File: src/hw/ppg_pair_pkg.sv
// Constants for the dual 8-bit pulse generator / 16-bit timer pair.
// Assumes a 32-bit AXI4-Lite register port with 6 address bits.
package ppg_pair_pkg;
	localparam int ADDR_W = 6;
	// Byte offsets of the registers
	localparam logic [5:0] OFF_MODE_A   = 6'h00;
	localparam logic [5:0] OFF_MODE_B   = 6'h04;
	localparam logic [5:0] OFF_PAIR     = 6'h08;
	localparam logic [5:0] OFF_PERIOD_A = 6'h0C;
	localparam logic [5:0] OFF_DUTY_A   = 6'h10;
	localparam logic [5:0] OFF_PERIOD_B = 6'h14;
	localparam logic [5:0] OFF_DUTY_B   = 6'h18;
	localparam logic [5:0] OFF_STATUS   = 6'h1C;
	// Mode register fields
	localparam int MODE_LSB  = 0;
	localparam int EXT_BIT   = 2;
	localparam int CLK_LSB   = 3;
	localparam int DB_BIT    = 6;
	localparam int LEVEL_BIT = 7;
	localparam logic [1:0] MODE_PPG = 2'h2;
	// Pair control register fields
	localparam int RUN_A_BIT   = 0;
	localparam int RUN_B_BIT   = 1;
	localparam int CASCADE_BIT = 2;
	localparam int AND_BIT     = 3;
	// Reset values
	localparam logic [7:0] RST_MODE    = 8'h00;
	localparam logic [7:0] RST_COMPARE = 8'hFF;
	localparam logic [7:0] RST_COUNT   = 8'h00;
	localparam logic [3:0] RST_PAIR    = 4'h0;
	// Prescaler width: longest source divide is 2**11
	localparam int PRE_W = 11;
	localparam logic [1:0] RESP_OKAY   = 2'h0;
	localparam logic [1:0] RESP_SLVERR = 2'h2;
endpackage

File: src/hw/ppg_pair.sv
// Dual 8-bit pulse generator timer with 16-bit cascade, AXI4-Lite slave.
// Assumes one clock, synchronous active-high reset, bus in the clk domain.
//
// Summary of operation
// - Timer A pulse mode: mode field 10, no cascade, internal clock.
// - Timer A mode register writes ignored while timer A runs.
// - Initial-level bit sets idle level: 0 low, 1 high.
// - Stopped timer drives its pulse output at the initial level.
// - AND-select drives pin with A AND B pulse outputs.
// - Running counter increments once per selected source tick.
// - Duty match toggles output away from idle level; counting continues.
// - Period match restores idle level and raises timer interrupt.
// - Clearing run stops counter, zeroes it, restores idle level.
// - Buffered writes while running load into compare at interrupt.
// - Buffered compare reads return the last written value.
// - Buffered writes while stopped update buffer and compare together.
// - Unbuffered writes apply at once; lower values wait for wrap.
// - Unbuffered write equal to count matches right after the write.
// - Timer B behaves like timer A with its own registers.
// - Cascade joins counters; only timer B settings apply.
// - Wide mode: B mode field 00/01, internal clock, B clock select.
// - Wide compare: A period low, B period high; high write commits.
// - Wide match raises B interrupt, clears counter, keeps counting.
// - Clearing B run in wide mode stops and zeroes counter.
// - Buffered wide writes while running load at next match.
// - Buffered wide writes while stopped update compare at once.
// - Wide compare reads return last value written.
`timescale 1ns/1ps
`default_nettype none
module ppg_pair
(
	input  wire logic                       clk,     // 200 MHz clock
	input  wire logic                       sys_rst, // Sync reset
	input  wire logic [ppg_pair_pkg::ADDR_W-1:0] awaddr, // Write addr
	input  wire logic                       awvalid, // Write addr valid
	output var  logic                       awready, // Write addr ready
	input  wire logic [31:0]                wdata,   // Write data
	input  wire logic [3:0]                 wstrb,   // Byte enables
	input  wire logic                       wvalid,  // Write data valid
	output var  logic                       wready,  // Write data ready
	output var  logic [1:0]                 bresp,   // Write response
	output var  logic                       bvalid,  // Response valid
	input  wire logic                       bready,  // Response ready
	input  wire logic [ppg_pair_pkg::ADDR_W-1:0] araddr, // Read addr
	input  wire logic                       arvalid, // Read addr valid
	output var  logic                       arready, // Read addr ready
	output var  logic [31:0]                rdata,   // Read data
	output var  logic [1:0]                 rresp,   // Read response
	output var  logic                       rvalid,  // Read data valid
	input  wire logic                       rready,  // Read data ready
	output var  logic                       pulse_output_pin_a, // A pin
	output var  logic                       pulse_output_pin_b, // B pin
	output var  logic                       timer_a_interrupt,  // A pulse
	output var  logic                       timer_b_interrupt   // B pulse
);

	function automatic logic tick_sel
	(
		input logic [2:0]                    sel,
		input logic [ppg_pair_pkg::PRE_W-1:0] pre
	);
		case (sel)
			3'h0: tick_sel = &pre[10:0];
			3'h1: tick_sel = &pre[9:0];
			3'h2: tick_sel = &pre[7:0];
			3'h3: tick_sel = &pre[5:0];
			3'h4: tick_sel = &pre[3:0];
			3'h5: tick_sel = &pre[1:0];
			3'h6: tick_sel = pre[0];
			default: tick_sel = 1'b1;
		endcase
	endfunction

	logic [7:0]  mode_reg [2];
	logic [7:0]  pd_buf   [2];
	logic [7:0]  dt_buf   [2];
	logic [7:0]  pd_act   [2];
	logic [7:0]  dt_act   [2];
	logic [7:0]  cnt      [2];
	logic [15:0] wide_buf;
	logic [1:0]  run;
	logic        cascade;
	logic        and_sel;
	logic [1:0]  lvl;
	logic [1:0]  clr_pend;
	logic [1:0]  mdt_q;
	logic [1:0]  mpd_q;
	logic        wide_q;
	logic        wide_clr;
	logic [ppg_pair_pkg::PRE_W-1:0] pre;

	// Bus side state
	logic        aw_full;
	logic        w_full;
	logic [ppg_pair_pkg::ADDR_W-1:0] wa;
	logic [7:0]  wd;
	logic        wen;

	wire aw_hs = awvalid & awready;
	wire w_hs = wvalid & wready;
	wire ar_hs = arvalid & arready;
	wire do_write = aw_full & w_full & ~bvalid;
	wire [5:0] wa_al = {wa[5:2], 2'b00};
	wire [5:0] ra_al = {araddr[5:2], 2'b00};
	wire w_ok = do_write & wen;
	wire wr_mode_a = w_ok & (wa_al == ppg_pair_pkg::OFF_MODE_A);
	wire wr_mode_b = w_ok & (wa_al == ppg_pair_pkg::OFF_MODE_B);
	wire wr_pair = w_ok & (wa_al == ppg_pair_pkg::OFF_PAIR);
	wire [1:0] wr_pd = {w_ok & (wa_al == ppg_pair_pkg::OFF_PERIOD_B),
		w_ok & (wa_al == ppg_pair_pkg::OFF_PERIOD_A)};
	wire [1:0] wr_dt = {w_ok & (wa_al == ppg_pair_pkg::OFF_DUTY_B),
		w_ok & (wa_al == ppg_pair_pkg::OFF_DUTY_A)};
	wire w_mapped = wa_al <= ppg_pair_pkg::OFF_STATUS;
	wire r_mapped = ra_al <= ppg_pair_pkg::OFF_STATUS;

	// Per-timer decode
	logic [1:0] ppg_on;
	logic [1:0] tick;
	logic [1:0] buffered;
	logic [1:0] db;
	logic [1:0] init;
	logic [1:0] ev_dt;
	logic [1:0] ev_pd;
	logic [1:0] m_dt;
	logic [1:0] m_pd;
	logic [1:0] next_lvl;
	genvar gi;
	generate
		for (gi = 0; gi < 2; gi++)
		begin : g_dec
			wire [7:0] mr = mode_reg[gi];
			assign ppg_on[gi] = run[gi] & ~cascade & ~mr[ppg_pair_pkg::EXT_BIT]
				& (mr[ppg_pair_pkg::MODE_LSB+:2] == ppg_pair_pkg::MODE_PPG);
			assign tick[gi] = tick_sel(mr[ppg_pair_pkg::CLK_LSB+:3], pre);
			assign db[gi] = mr[ppg_pair_pkg::DB_BIT];
			assign init[gi] = mr[ppg_pair_pkg::LEVEL_BIT];
			assign buffered[gi] = db[gi] & run[gi];
			assign m_dt[gi] = cnt[gi] == dt_act[gi];
			assign m_pd[gi] = cnt[gi] == pd_act[gi];
			// Edge of equality: also catches a write equal to the count
			assign ev_dt[gi] = ppg_on[gi] & m_dt[gi] & ~mdt_q[gi];
			assign ev_pd[gi] = ppg_on[gi] & m_pd[gi] & ~mpd_q[gi];
			assign next_lvl[gi] = (~ppg_on[gi] | ev_pd[gi]) ? init[gi]
				: (ev_dt[gi] ? ~init[gi] : lvl[gi]);
		end
	endgenerate

	wire wide_on = run[1] & cascade & ~mode_reg[1][ppg_pair_pkg::EXT_BIT]
		& ~mode_reg[1][ppg_pair_pkg::MODE_LSB+1];
	wire wide_buffered = db[1] & run[1];
	wire [15:0] wide_cnt = {cnt[1], cnt[0]};
	wire [15:0] wide_act = {pd_act[1], pd_act[0]};
	wire wide_m = wide_cnt == wide_act;
	wire wide_ev = wide_on & wide_m & ~wide_q;
	wire [15:0] wide_new = {wd, pd_buf[0]};

	// Write address/data are taken in either order, held until used
	always_ff @(posedge clk)
	begin
		if (sys_rst)
		begin
			aw_full <= 1'b0;
			w_full <= 1'b0;
			awready <= 1'b0;
			wready <= 1'b0;
			bvalid <= 1'b0;
			bresp <= ppg_pair_pkg::RESP_OKAY;
			wa <= '0;
			wd <= 8'h00;
			wen <= 1'b0;
		end
		else
		begin
			aw_full <= (aw_full | aw_hs) & ~do_write;
			w_full <= (w_full | w_hs) & ~do_write;
			awready <= ~(aw_full | aw_hs) | do_write;
			wready <= ~(w_full | w_hs) | do_write;
			if (aw_hs)
				wa <= awaddr;
			if (w_hs)
			begin
				wd <= wdata[7:0];
				wen <= wstrb[0];
			end
			if (do_write)
			begin
				bvalid <= 1'b1;
				bresp <= w_mapped ? ppg_pair_pkg::RESP_OKAY
					: ppg_pair_pkg::RESP_SLVERR;
			end
			else if (bready)
				bvalid <= 1'b0;
		end
	end

	// Read mux; compare reads show the last written value
	logic [31:0] rd_mux;
	always_comb
	begin
		rd_mux = 32'h0000_0000;
		case (ra_al)
			ppg_pair_pkg::OFF_MODE_A:   rd_mux[7:0] = mode_reg[0];
			ppg_pair_pkg::OFF_MODE_B:   rd_mux[7:0] = mode_reg[1];
			ppg_pair_pkg::OFF_PAIR:
				rd_mux[3:0] = {and_sel, cascade, run};
			ppg_pair_pkg::OFF_PERIOD_A: rd_mux[7:0] = pd_buf[0];
			ppg_pair_pkg::OFF_DUTY_A:   rd_mux[7:0] = dt_buf[0];
			ppg_pair_pkg::OFF_PERIOD_B: rd_mux[7:0] = pd_buf[1];
			ppg_pair_pkg::OFF_DUTY_B:   rd_mux[7:0] = dt_buf[1];
			ppg_pair_pkg::OFF_STATUS:
				rd_mux[17:0] = {pulse_output_pin_b, pulse_output_pin_a,
					cnt[1], cnt[0]};
			default:                    rd_mux = 32'h0000_0000;
		endcase
	end

	always_ff @(posedge clk)
	begin
		if (sys_rst)
		begin
			arready <= 1'b0;
			rvalid <= 1'b0;
			rdata <= 32'h0000_0000;
			rresp <= ppg_pair_pkg::RESP_OKAY;
		end
		else if (ar_hs)
		begin
			arready <= 1'b0;
			rvalid <= 1'b1;
			rdata <= rd_mux;
			rresp <= r_mapped ? ppg_pair_pkg::RESP_OKAY
				: ppg_pair_pkg::RESP_SLVERR;
		end
		else if (~rvalid | rready)
		begin
			arready <= 1'b1;
			rvalid <= 1'b0;
		end
	end

	// Control registers; a running timer keeps its mode frozen
	always_ff @(posedge clk)
	begin
		if (sys_rst)
		begin
			mode_reg[0] <= ppg_pair_pkg::RST_MODE;
			mode_reg[1] <= ppg_pair_pkg::RST_MODE;
			{and_sel, cascade, run} <= ppg_pair_pkg::RST_PAIR;
		end
		else
		begin
			if (wr_mode_a & ~run[0])
				mode_reg[0] <= wd;
			if (wr_mode_b & ~run[1])
				mode_reg[1] <= wd;
			if (wr_pair)
			begin
				run <= {wd[ppg_pair_pkg::RUN_B_BIT], wd[ppg_pair_pkg::RUN_A_BIT]};
				cascade <= wd[ppg_pair_pkg::CASCADE_BIT];
				and_sel <= wd[ppg_pair_pkg::AND_BIT];
			end
		end
	end

	// Compare registers and their buffers
	always_ff @(posedge clk)
	begin
		if (sys_rst)
		begin
			for (int i = 0; i < 2; i++)
			begin
				pd_buf[i] <= ppg_pair_pkg::RST_COMPARE;
				dt_buf[i] <= ppg_pair_pkg::RST_COMPARE;
				pd_act[i] <= ppg_pair_pkg::RST_COMPARE;
				dt_act[i] <= ppg_pair_pkg::RST_COMPARE;
			end
			wide_buf <= {ppg_pair_pkg::RST_COMPARE, ppg_pair_pkg::RST_COMPARE};
		end
		else
		begin
			for (int i = 0; i < 2; i++)
			begin
				if (ev_pd[i] & db[i])
				begin
					pd_act[i] <= pd_buf[i];
					dt_act[i] <= dt_buf[i];
				end
				if (wr_dt[i])
				begin
					dt_buf[i] <= wd;
					if (~buffered[i])
						dt_act[i] <= wd;
				end
				if (wr_pd[i])
				begin
					pd_buf[i] <= wd;
					if (~buffered[i] & ~cascade)
						pd_act[i] <= wd;
				end
			end
			if (wide_ev & db[1])
				{pd_act[1], pd_act[0]} <= wide_buf;
			// Buffer tracks every high write, so cascade may be set last
			if (wr_pd[1])
				wide_buf <= wide_new;
			if (wr_pd[1] & cascade & ~wide_buffered)
				{pd_act[1], pd_act[0]} <= wide_new;
		end
	end

	// Counters, match history and pulse levels
	always_ff @(posedge clk)
	begin
		if (sys_rst)
		begin
			pre <= '0;
			for (int i = 0; i < 2; i++)
				cnt[i] <= ppg_pair_pkg::RST_COUNT;
			clr_pend <= 2'h0;
			mdt_q <= 2'h0;
			mpd_q <= 2'h0;
			lvl <= 2'h0;
			wide_q <= 1'b0;
			wide_clr <= 1'b0;
		end
		else
		begin
			pre <= pre + 1'b1;
			wide_q <= wide_m & wide_on;
			for (int i = 0; i < 2; i++)
			begin
				mdt_q[i] <= m_dt[i] & ppg_on[i];
				mpd_q[i] <= m_pd[i] & ppg_on[i];
				lvl[i] <= next_lvl[i];
			end
			if (wide_on)
			begin
				clr_pend <= 2'h0;
				if (tick[1])
				begin
					// A match seen between ticks clears the count on the next tick
					if (wide_clr | wide_ev)
						{cnt[1], cnt[0]} <= 16'h0000;
					else
						{cnt[1], cnt[0]} <= wide_cnt + 16'h0001;
					wide_clr <= 1'b0;
				end
				else if (wide_ev)
					wide_clr <= 1'b1;
			end
			else
			begin
				wide_clr <= 1'b0;
				for (int i = 0; i < 2; i++)
				begin
					if (~ppg_on[i])
					begin
						cnt[i] <= ppg_pair_pkg::RST_COUNT;
						clr_pend[i] <= 1'b0;
					end
					else if (tick[i])
					begin
						if (clr_pend[i] | ev_pd[i])
							cnt[i] <= 8'h00;
						else
							cnt[i] <= cnt[i] + 8'h01;
						clr_pend[i] <= 1'b0;
					end
					else if (ev_pd[i])
						clr_pend[i] <= 1'b1;
				end
			end
		end
	end

	// Pins and interrupt pulses, all registered
	always_ff @(posedge clk)
	begin
		if (sys_rst)
		begin
			pulse_output_pin_a <= 1'b0;
			pulse_output_pin_b <= 1'b0;
			timer_a_interrupt <= 1'b0;
			timer_b_interrupt <= 1'b0;
		end
		else
		begin
			// Pins take the next level so the period-match edge meets its interrupt
			pulse_output_pin_a <= next_lvl[0];
			pulse_output_pin_b <= and_sel ? (&next_lvl) : next_lvl[1];
			timer_a_interrupt <= ev_pd[0];
			timer_b_interrupt <= ev_pd[1] | wide_ev;
		end
	end

endmodule
`default_nettype wire

File: config.mk
export PLATFORM = sky130hd
export DESIGN_NAME = ppg_pair
export DESIGN_NICKNAME = d
export VERILOG_FILES = /design/src/hw/ppg_pair_pkg.sv /design/src/hw/ppg_pair.sv
export SDC_FILE = /design/constraint.sdc
export NUM_CORES = 1
export LEC_CHECK = 0
export BUFFER_PORTS_ARGS = -buffer_cell sky130_fd_sc_hd__buf_4
export CORE_AREA = 3 3 126 152
export DETAILED_ROUTE_END_ITERATION = 7
export DIE_AREA = 0 0 129 155
export PLACE_DENSITY = 0.8
export SYNTH_ARGS = -nofsm -noshare
export SYNTH_HDL_FRONTEND = slang
export SYNTH_SLANG_ARGS = --single-unit
File: constraint.sdc
create_clock -name clk -period 4.9 [get_ports clk]
set_clock_uncertainty 0.2 [all_clocks]
set_input_delay 1.225 -clock clk [delete_from_list [all_inputs] [get_ports clk]]
set_output_delay 1.225 -clock clk [all_outputs]
set_load 0.03 [all_outputs]
## Yosys cells after proc, flatten, opt, wreduce, memory -nomap -nowiden

Memories as Yosys holds them, arrays and structs flattened.
Cells that the tools add are included.

| storage, ports and cells | value |
|---|---|
| register bits | 121 |
| memory bits (writable) | 64 |
| input port bits | 55 |
| output and inout port bits | 45 |
| word-level logic and storage cells | 263 |
| memories | 4 |

| cells by class | value |
|---|---|
| add/sub/neg operators | 4 |
| $lt $le $gt $ge | 2 |
| eq/ne operators | 35 |
| mux-type cells | 77 |
| bitwise logic cells | 89 |
| reductions and logical operators | 19 |

Memories:

| memory | words | bits a word | rd ports | clocked after memory_dff | wr ports | RTL line | RTL |
|---|---|---|---|---|---|---|---|
| dt_act | 2 | 8 | 2 | 0 | 2 | ppg_pair.sv:78 | `logic [7:0] dt_act [2];` |
| dt_buf | 2 | 8 | 2 | 0 | 2 | ppg_pair.sv:76 | `logic [7:0] dt_buf [2];` |
| mode_reg | 2 | 8 | 2 | 0 | 2 | ppg_pair.sv:74 | `logic [7:0] mode_reg [2];` |
| pd_buf | 2 | 8 | 2 | 0 | 2 | ppg_pair.sv:75 | `logic [7:0] pd_buf [2];` |

Operators by type and width:

| kind | count |
|---|---|
| 8-bit two-way mux | 22 |
| 16-bit two-way mux | 5 |
| 1-bit AND | 45 |
| 1-bit two-way mux | 43 |
| 8-bit equality test | 4 |
| 4-bit case mux with 8 select lines | 1 |
| 4-bit by 3-bit equality test with 1-bit output, second input constant | 7 |
| 4-bit case mux with 7 select lines | 1 |
| 1-bit NOT | 23 |
| 1-bit OR | 21 |
| 3-bit equality test, second input constant | 6 |
| 16-bit by 1-bit adder with 16-bit output, second input constant | 1 |
| 8-bit by 1-bit adder with 8-bit output, second input constant | 2 |
| 16-bit equality test | 1 |
| 4-bit by 2-bit equality test with 1-bit output, second input constant | 4 |
| 1-bit case mux with 7 select lines | 2 |
| 3-bit by 2-bit equality test with 1-bit output, second input constant | 4 |
| 6-bit by 5-bit <= comparator with 1-bit output, second input constant | 2 |
| 6-bit zero test | 2 |
| 11-bit by 1-bit adder with 11-bit output, second input constant | 1 |
| 11-bit AND reduction | 1 |
| 10-bit two-way mux | 1 |
| 10-bit AND reduction | 1 |
| 4-bit by 1-bit equality test with 1-bit output, second input constant | 2 |
| 15 further kinds | 24 |

## Longest topological paths before layout

| depth | value |
|---|---|
| word-level depth | 12 |
| mapped depth | 9 |

## Worst setup path after synthesis

OpenSTA, ideal clock, no wires.

| timing path | value |
|---|---|
| path type | in2reg |
| from | in sys_rst |
| to | mem dt_act[0][0], enable pin |
| arrival time | 2.678 ns |
| data required time | 4.371 ns |
| setup slack | 1.693 ns |
| cell stages on the path | 7 |
| buffers on the path | 2 |
| path through | clkbuf_1 > nor2_1 > nand4_1 > a211o_1 > clkbuf_1 > and2_1 > nand2_1 |

RTL lines:

| element | RTL line | RTL |
|---|---|---|
| start, declared | ppg_pair.sv:33 | `input wire logic sys_rst,` |
| end, declared | ppg_pair.sv:78 |  |

==> metrics <==
Final Util=0.554; I/O Pins=100; via count=7091; reg2reg setup slack=2.04 ns; Final Hold Viols=0; HP Start=rresp[1]$_SDFFE_PP0P_; htree depth=4; Largest register FFs=18; mux cell area share after synthesis=0.0821; Critical Path AT=3.02 ns; Die Wd=129 µm; delay-heaviest family, CP=simple AND/OR/NAND/NOR gates; Routed WL per cell=20.3 µm; Mapped Avg Cell Area=10.1 µm²; crit path max-delay cell type=a211o_1; CTS resizes=0; CP peak stage delay=0.52 ns; pwr dens=321 mW/mm²; Clock Pin Slew Worst Setup and Hold Paths=0.07 ns; DRC violations left=0; Comb power frac=0.053; FFs w/ async S/R, synth=0; remaining antenna violation count=0; Longest Clk Path Bufs=2; Distinct cells, synth=88; synthesis-stage register bit count=180; largest family of logic cells by synthesized area=simple AND/OR/NAND/NOR gates; nets=942; HP Class=flop to flop; row cnt=53; critical path class=input pin to flop; clock sinks=180; drt pass-1 iters=6; worst path buffer plus inverter count=1; number of synthesized flops with an enable pin=64; worst-skew pair later-pin latency=0.44 ns; sw power=0.703 mW; status=complete, no violations; Seq/Total Area, Yosys=0.480; Die Height=155 µm; ant diodes=0; crit-path cells=buf_4, nor2_1, nand4_1, a211o_1, and2_1, nand2_1; final WL=22700 µm; synth top area cells=dfxtp_1 (26%), edfxtp_1 (22%), mux2i_1 (4.5%); Mapped Cells=874; Final Max Tran Viols=0; initial drt markers=917; CP startpoint kind=input pin; complex-gate fraction of the synthesized area=0.147; first-pass GRT wire length=35900 µm; Slew headroom=0.263; pin count of the biggest net entering global routing=51; Crit Path Max Fanout=31; GRT Util Overall=0.229; die area=0.0200 mm²; R2R Path Start=cnt[10]$_SDFFE_PP0P_; Seq pwr share=0.509; Initial Utilization=0.502; gr ovfl total=0; R2R Path End=cnt[13]$_SDFFE_PP0P_; Core ar.=0.0176 mm²; internal power=2.43 mW; worst r2r path cells=6; Slew @ Worst Pin=1.09 ns; most common flop cell mapped by yosys=dfxtp_1; Synth Area in XOR/XNOR=0.0426; cts bufs inserted=17; fin crit period=3.11 ns; max-cap viol count=0; RSZ-0062 raised after global routing=false; CTS Root Cell=clkbuf_16; leak pwr=3.51 nW; hold path cells=2; Area Growth Syn to Fin=10.4%; Post-Syn Area=0.00885 mm²; Hold EP=rresp[1]$_SDFFE_PP0P_; DP HPWL=15800 µm; Sw Ratio=0.224; worst vdd rail ir drop=0.243 mV; gpl congestion=0.946; Setup TNS=0 ns; hold_buf cts=0; Post-CTS Setup Inserts=0; Synth Area in Adders=0.00424; top-area cell type share of the netlist area=0.262; cell taking the most area after synthesis=dfxtp_1; type of element capturing the critical path=flop; initial antenna violation count=0; Post-Synth Simple-Gate Area=0.190; vias per inst=6.35; Required @ worst endpoint=4.81 ns; Clk network pwr share=0.438; layout cells sized above 1=0.155; Final period util=0.635; Max Freq=321 MHz; synth warn=0; Final setup viols=0; CTS tree=yes; Largest Register=rdata; I/O Buffers=52; vias in the first global route=6636
==> how the worst max path moves through the flow <==
stage / start / depth (start not counted) / end
CTS: sys_rst / 6 / dt_act[0][6]$_SDFFCE_PP1P_
floorplan: sys_rst / 7 / dt_act[0][0]$_SDFFCE_PP1P_
detailed placement: sys_rst / 6 / dt_act[0][3]$_SDFFCE_PP1P_
global route: sys_rst / 6 / dt_act[0][6]$_SDFFCE_PP1P_
global placement: sys_rst / 6 / dt_act[0][0]$_SDFFCE_PP1P_
finish: sys_rst / 6 / dt_act[0][0]$_SDFFCE_PP1P_
==> power groups by stage <==
stage / Sequential (mW) / Clock, mW / Combinational [mW]
finish: 1.60 / 1.37 / 0.166
global route: 1.60 / 1.44 / 0.180
CTS: 1.59 / 1.38 / 0.165
detailed placement: 1.63 / 0 / 0.165
global placement: 1.63 / 0 / 0.162
floorplan: 1.62 / 0 / 0.123
==> worst reg2reg max path, cell delays in order, from the launching register on <==
cell and delay [ns]:
dfxtp_1 0.56, xor2_1 0.17, nor4_2 0.43, nand2_2 0.24, o31a_1 0.49, o31ai_4 0.44, a221oi_1 0.16
==> stage by stage <==
stage                     cells  setup slack, ns  hold slack (ns)  total power [mW]  area, µm²
final                      1117             1.79            0.261              3.14       9770
after global routing       1117             1.68            0.291              3.21       9770
after CTS                  1117             1.81            0.262              3.14       9770
after detailed placement   1085             1.35            0.247              1.79       9180
after global placement     1085             1.40            0.242              1.79       9180
after floorplan             889             1.69            0.232              1.74       8910
==> cell families after synthesis <==
logic type,Yosys count
buffers and inverters,94
AND/OR/NAND/NOR,308
multiplexers,63
AO/OA/AOI/OAI,182
adder cells (fa/ha/maj),3
other,1
flip-flops,180
XOR/XNOR,43
==> cell type report <==
class                      instances  area (µm²)
timing repair buffer              59         443
clock inverter                     9         130
sequential                       180        4240
clock buffer                      23         458
tap                              220         275
multi-input combinational        615        4180
inverter                          11        41.3
fill                            1518        7870
==> cells in the mapped netlist, drive strengths merged, types with 13 or more instances <==
library cell  instances
nand3                39
buf                  48
a21oi                39
mux2i                40
nand4                13
dfxtp               116
a221oi               19
nor2                 41
nand2                97
a22o                 15
nor3                 16
xor2                 23
nand2b               17
xnor2                20
mux2                 17
clkbuf               35
o21ai                37
edfxtp               64
==> placed cells by master (no fill, tap or decap), types with 17 or more instances in the layout <==
master and n:
a21oi_1 38, a221oi_1 19, buf_4 59, clkbuf_16 17, dfxtp_1 116, edfxtp_1 64
mux2i_1 40, nand2_1 96, nand3_1 39, nor2_1 40, o21ai_0 19, xnor2_1 20
xor2_1 23
==> per-layer routing <==
layer	vias to the layer above	global-route usage	wire (µm)
li1	3203	-	-
met1	3369	0.298	8900
met2	428	0.365	10800
met3	91	0.0457	1980
met4	0	0.110	1040
met5	-	0	0
Note: power is estimated with default switching activity, not from simulation.
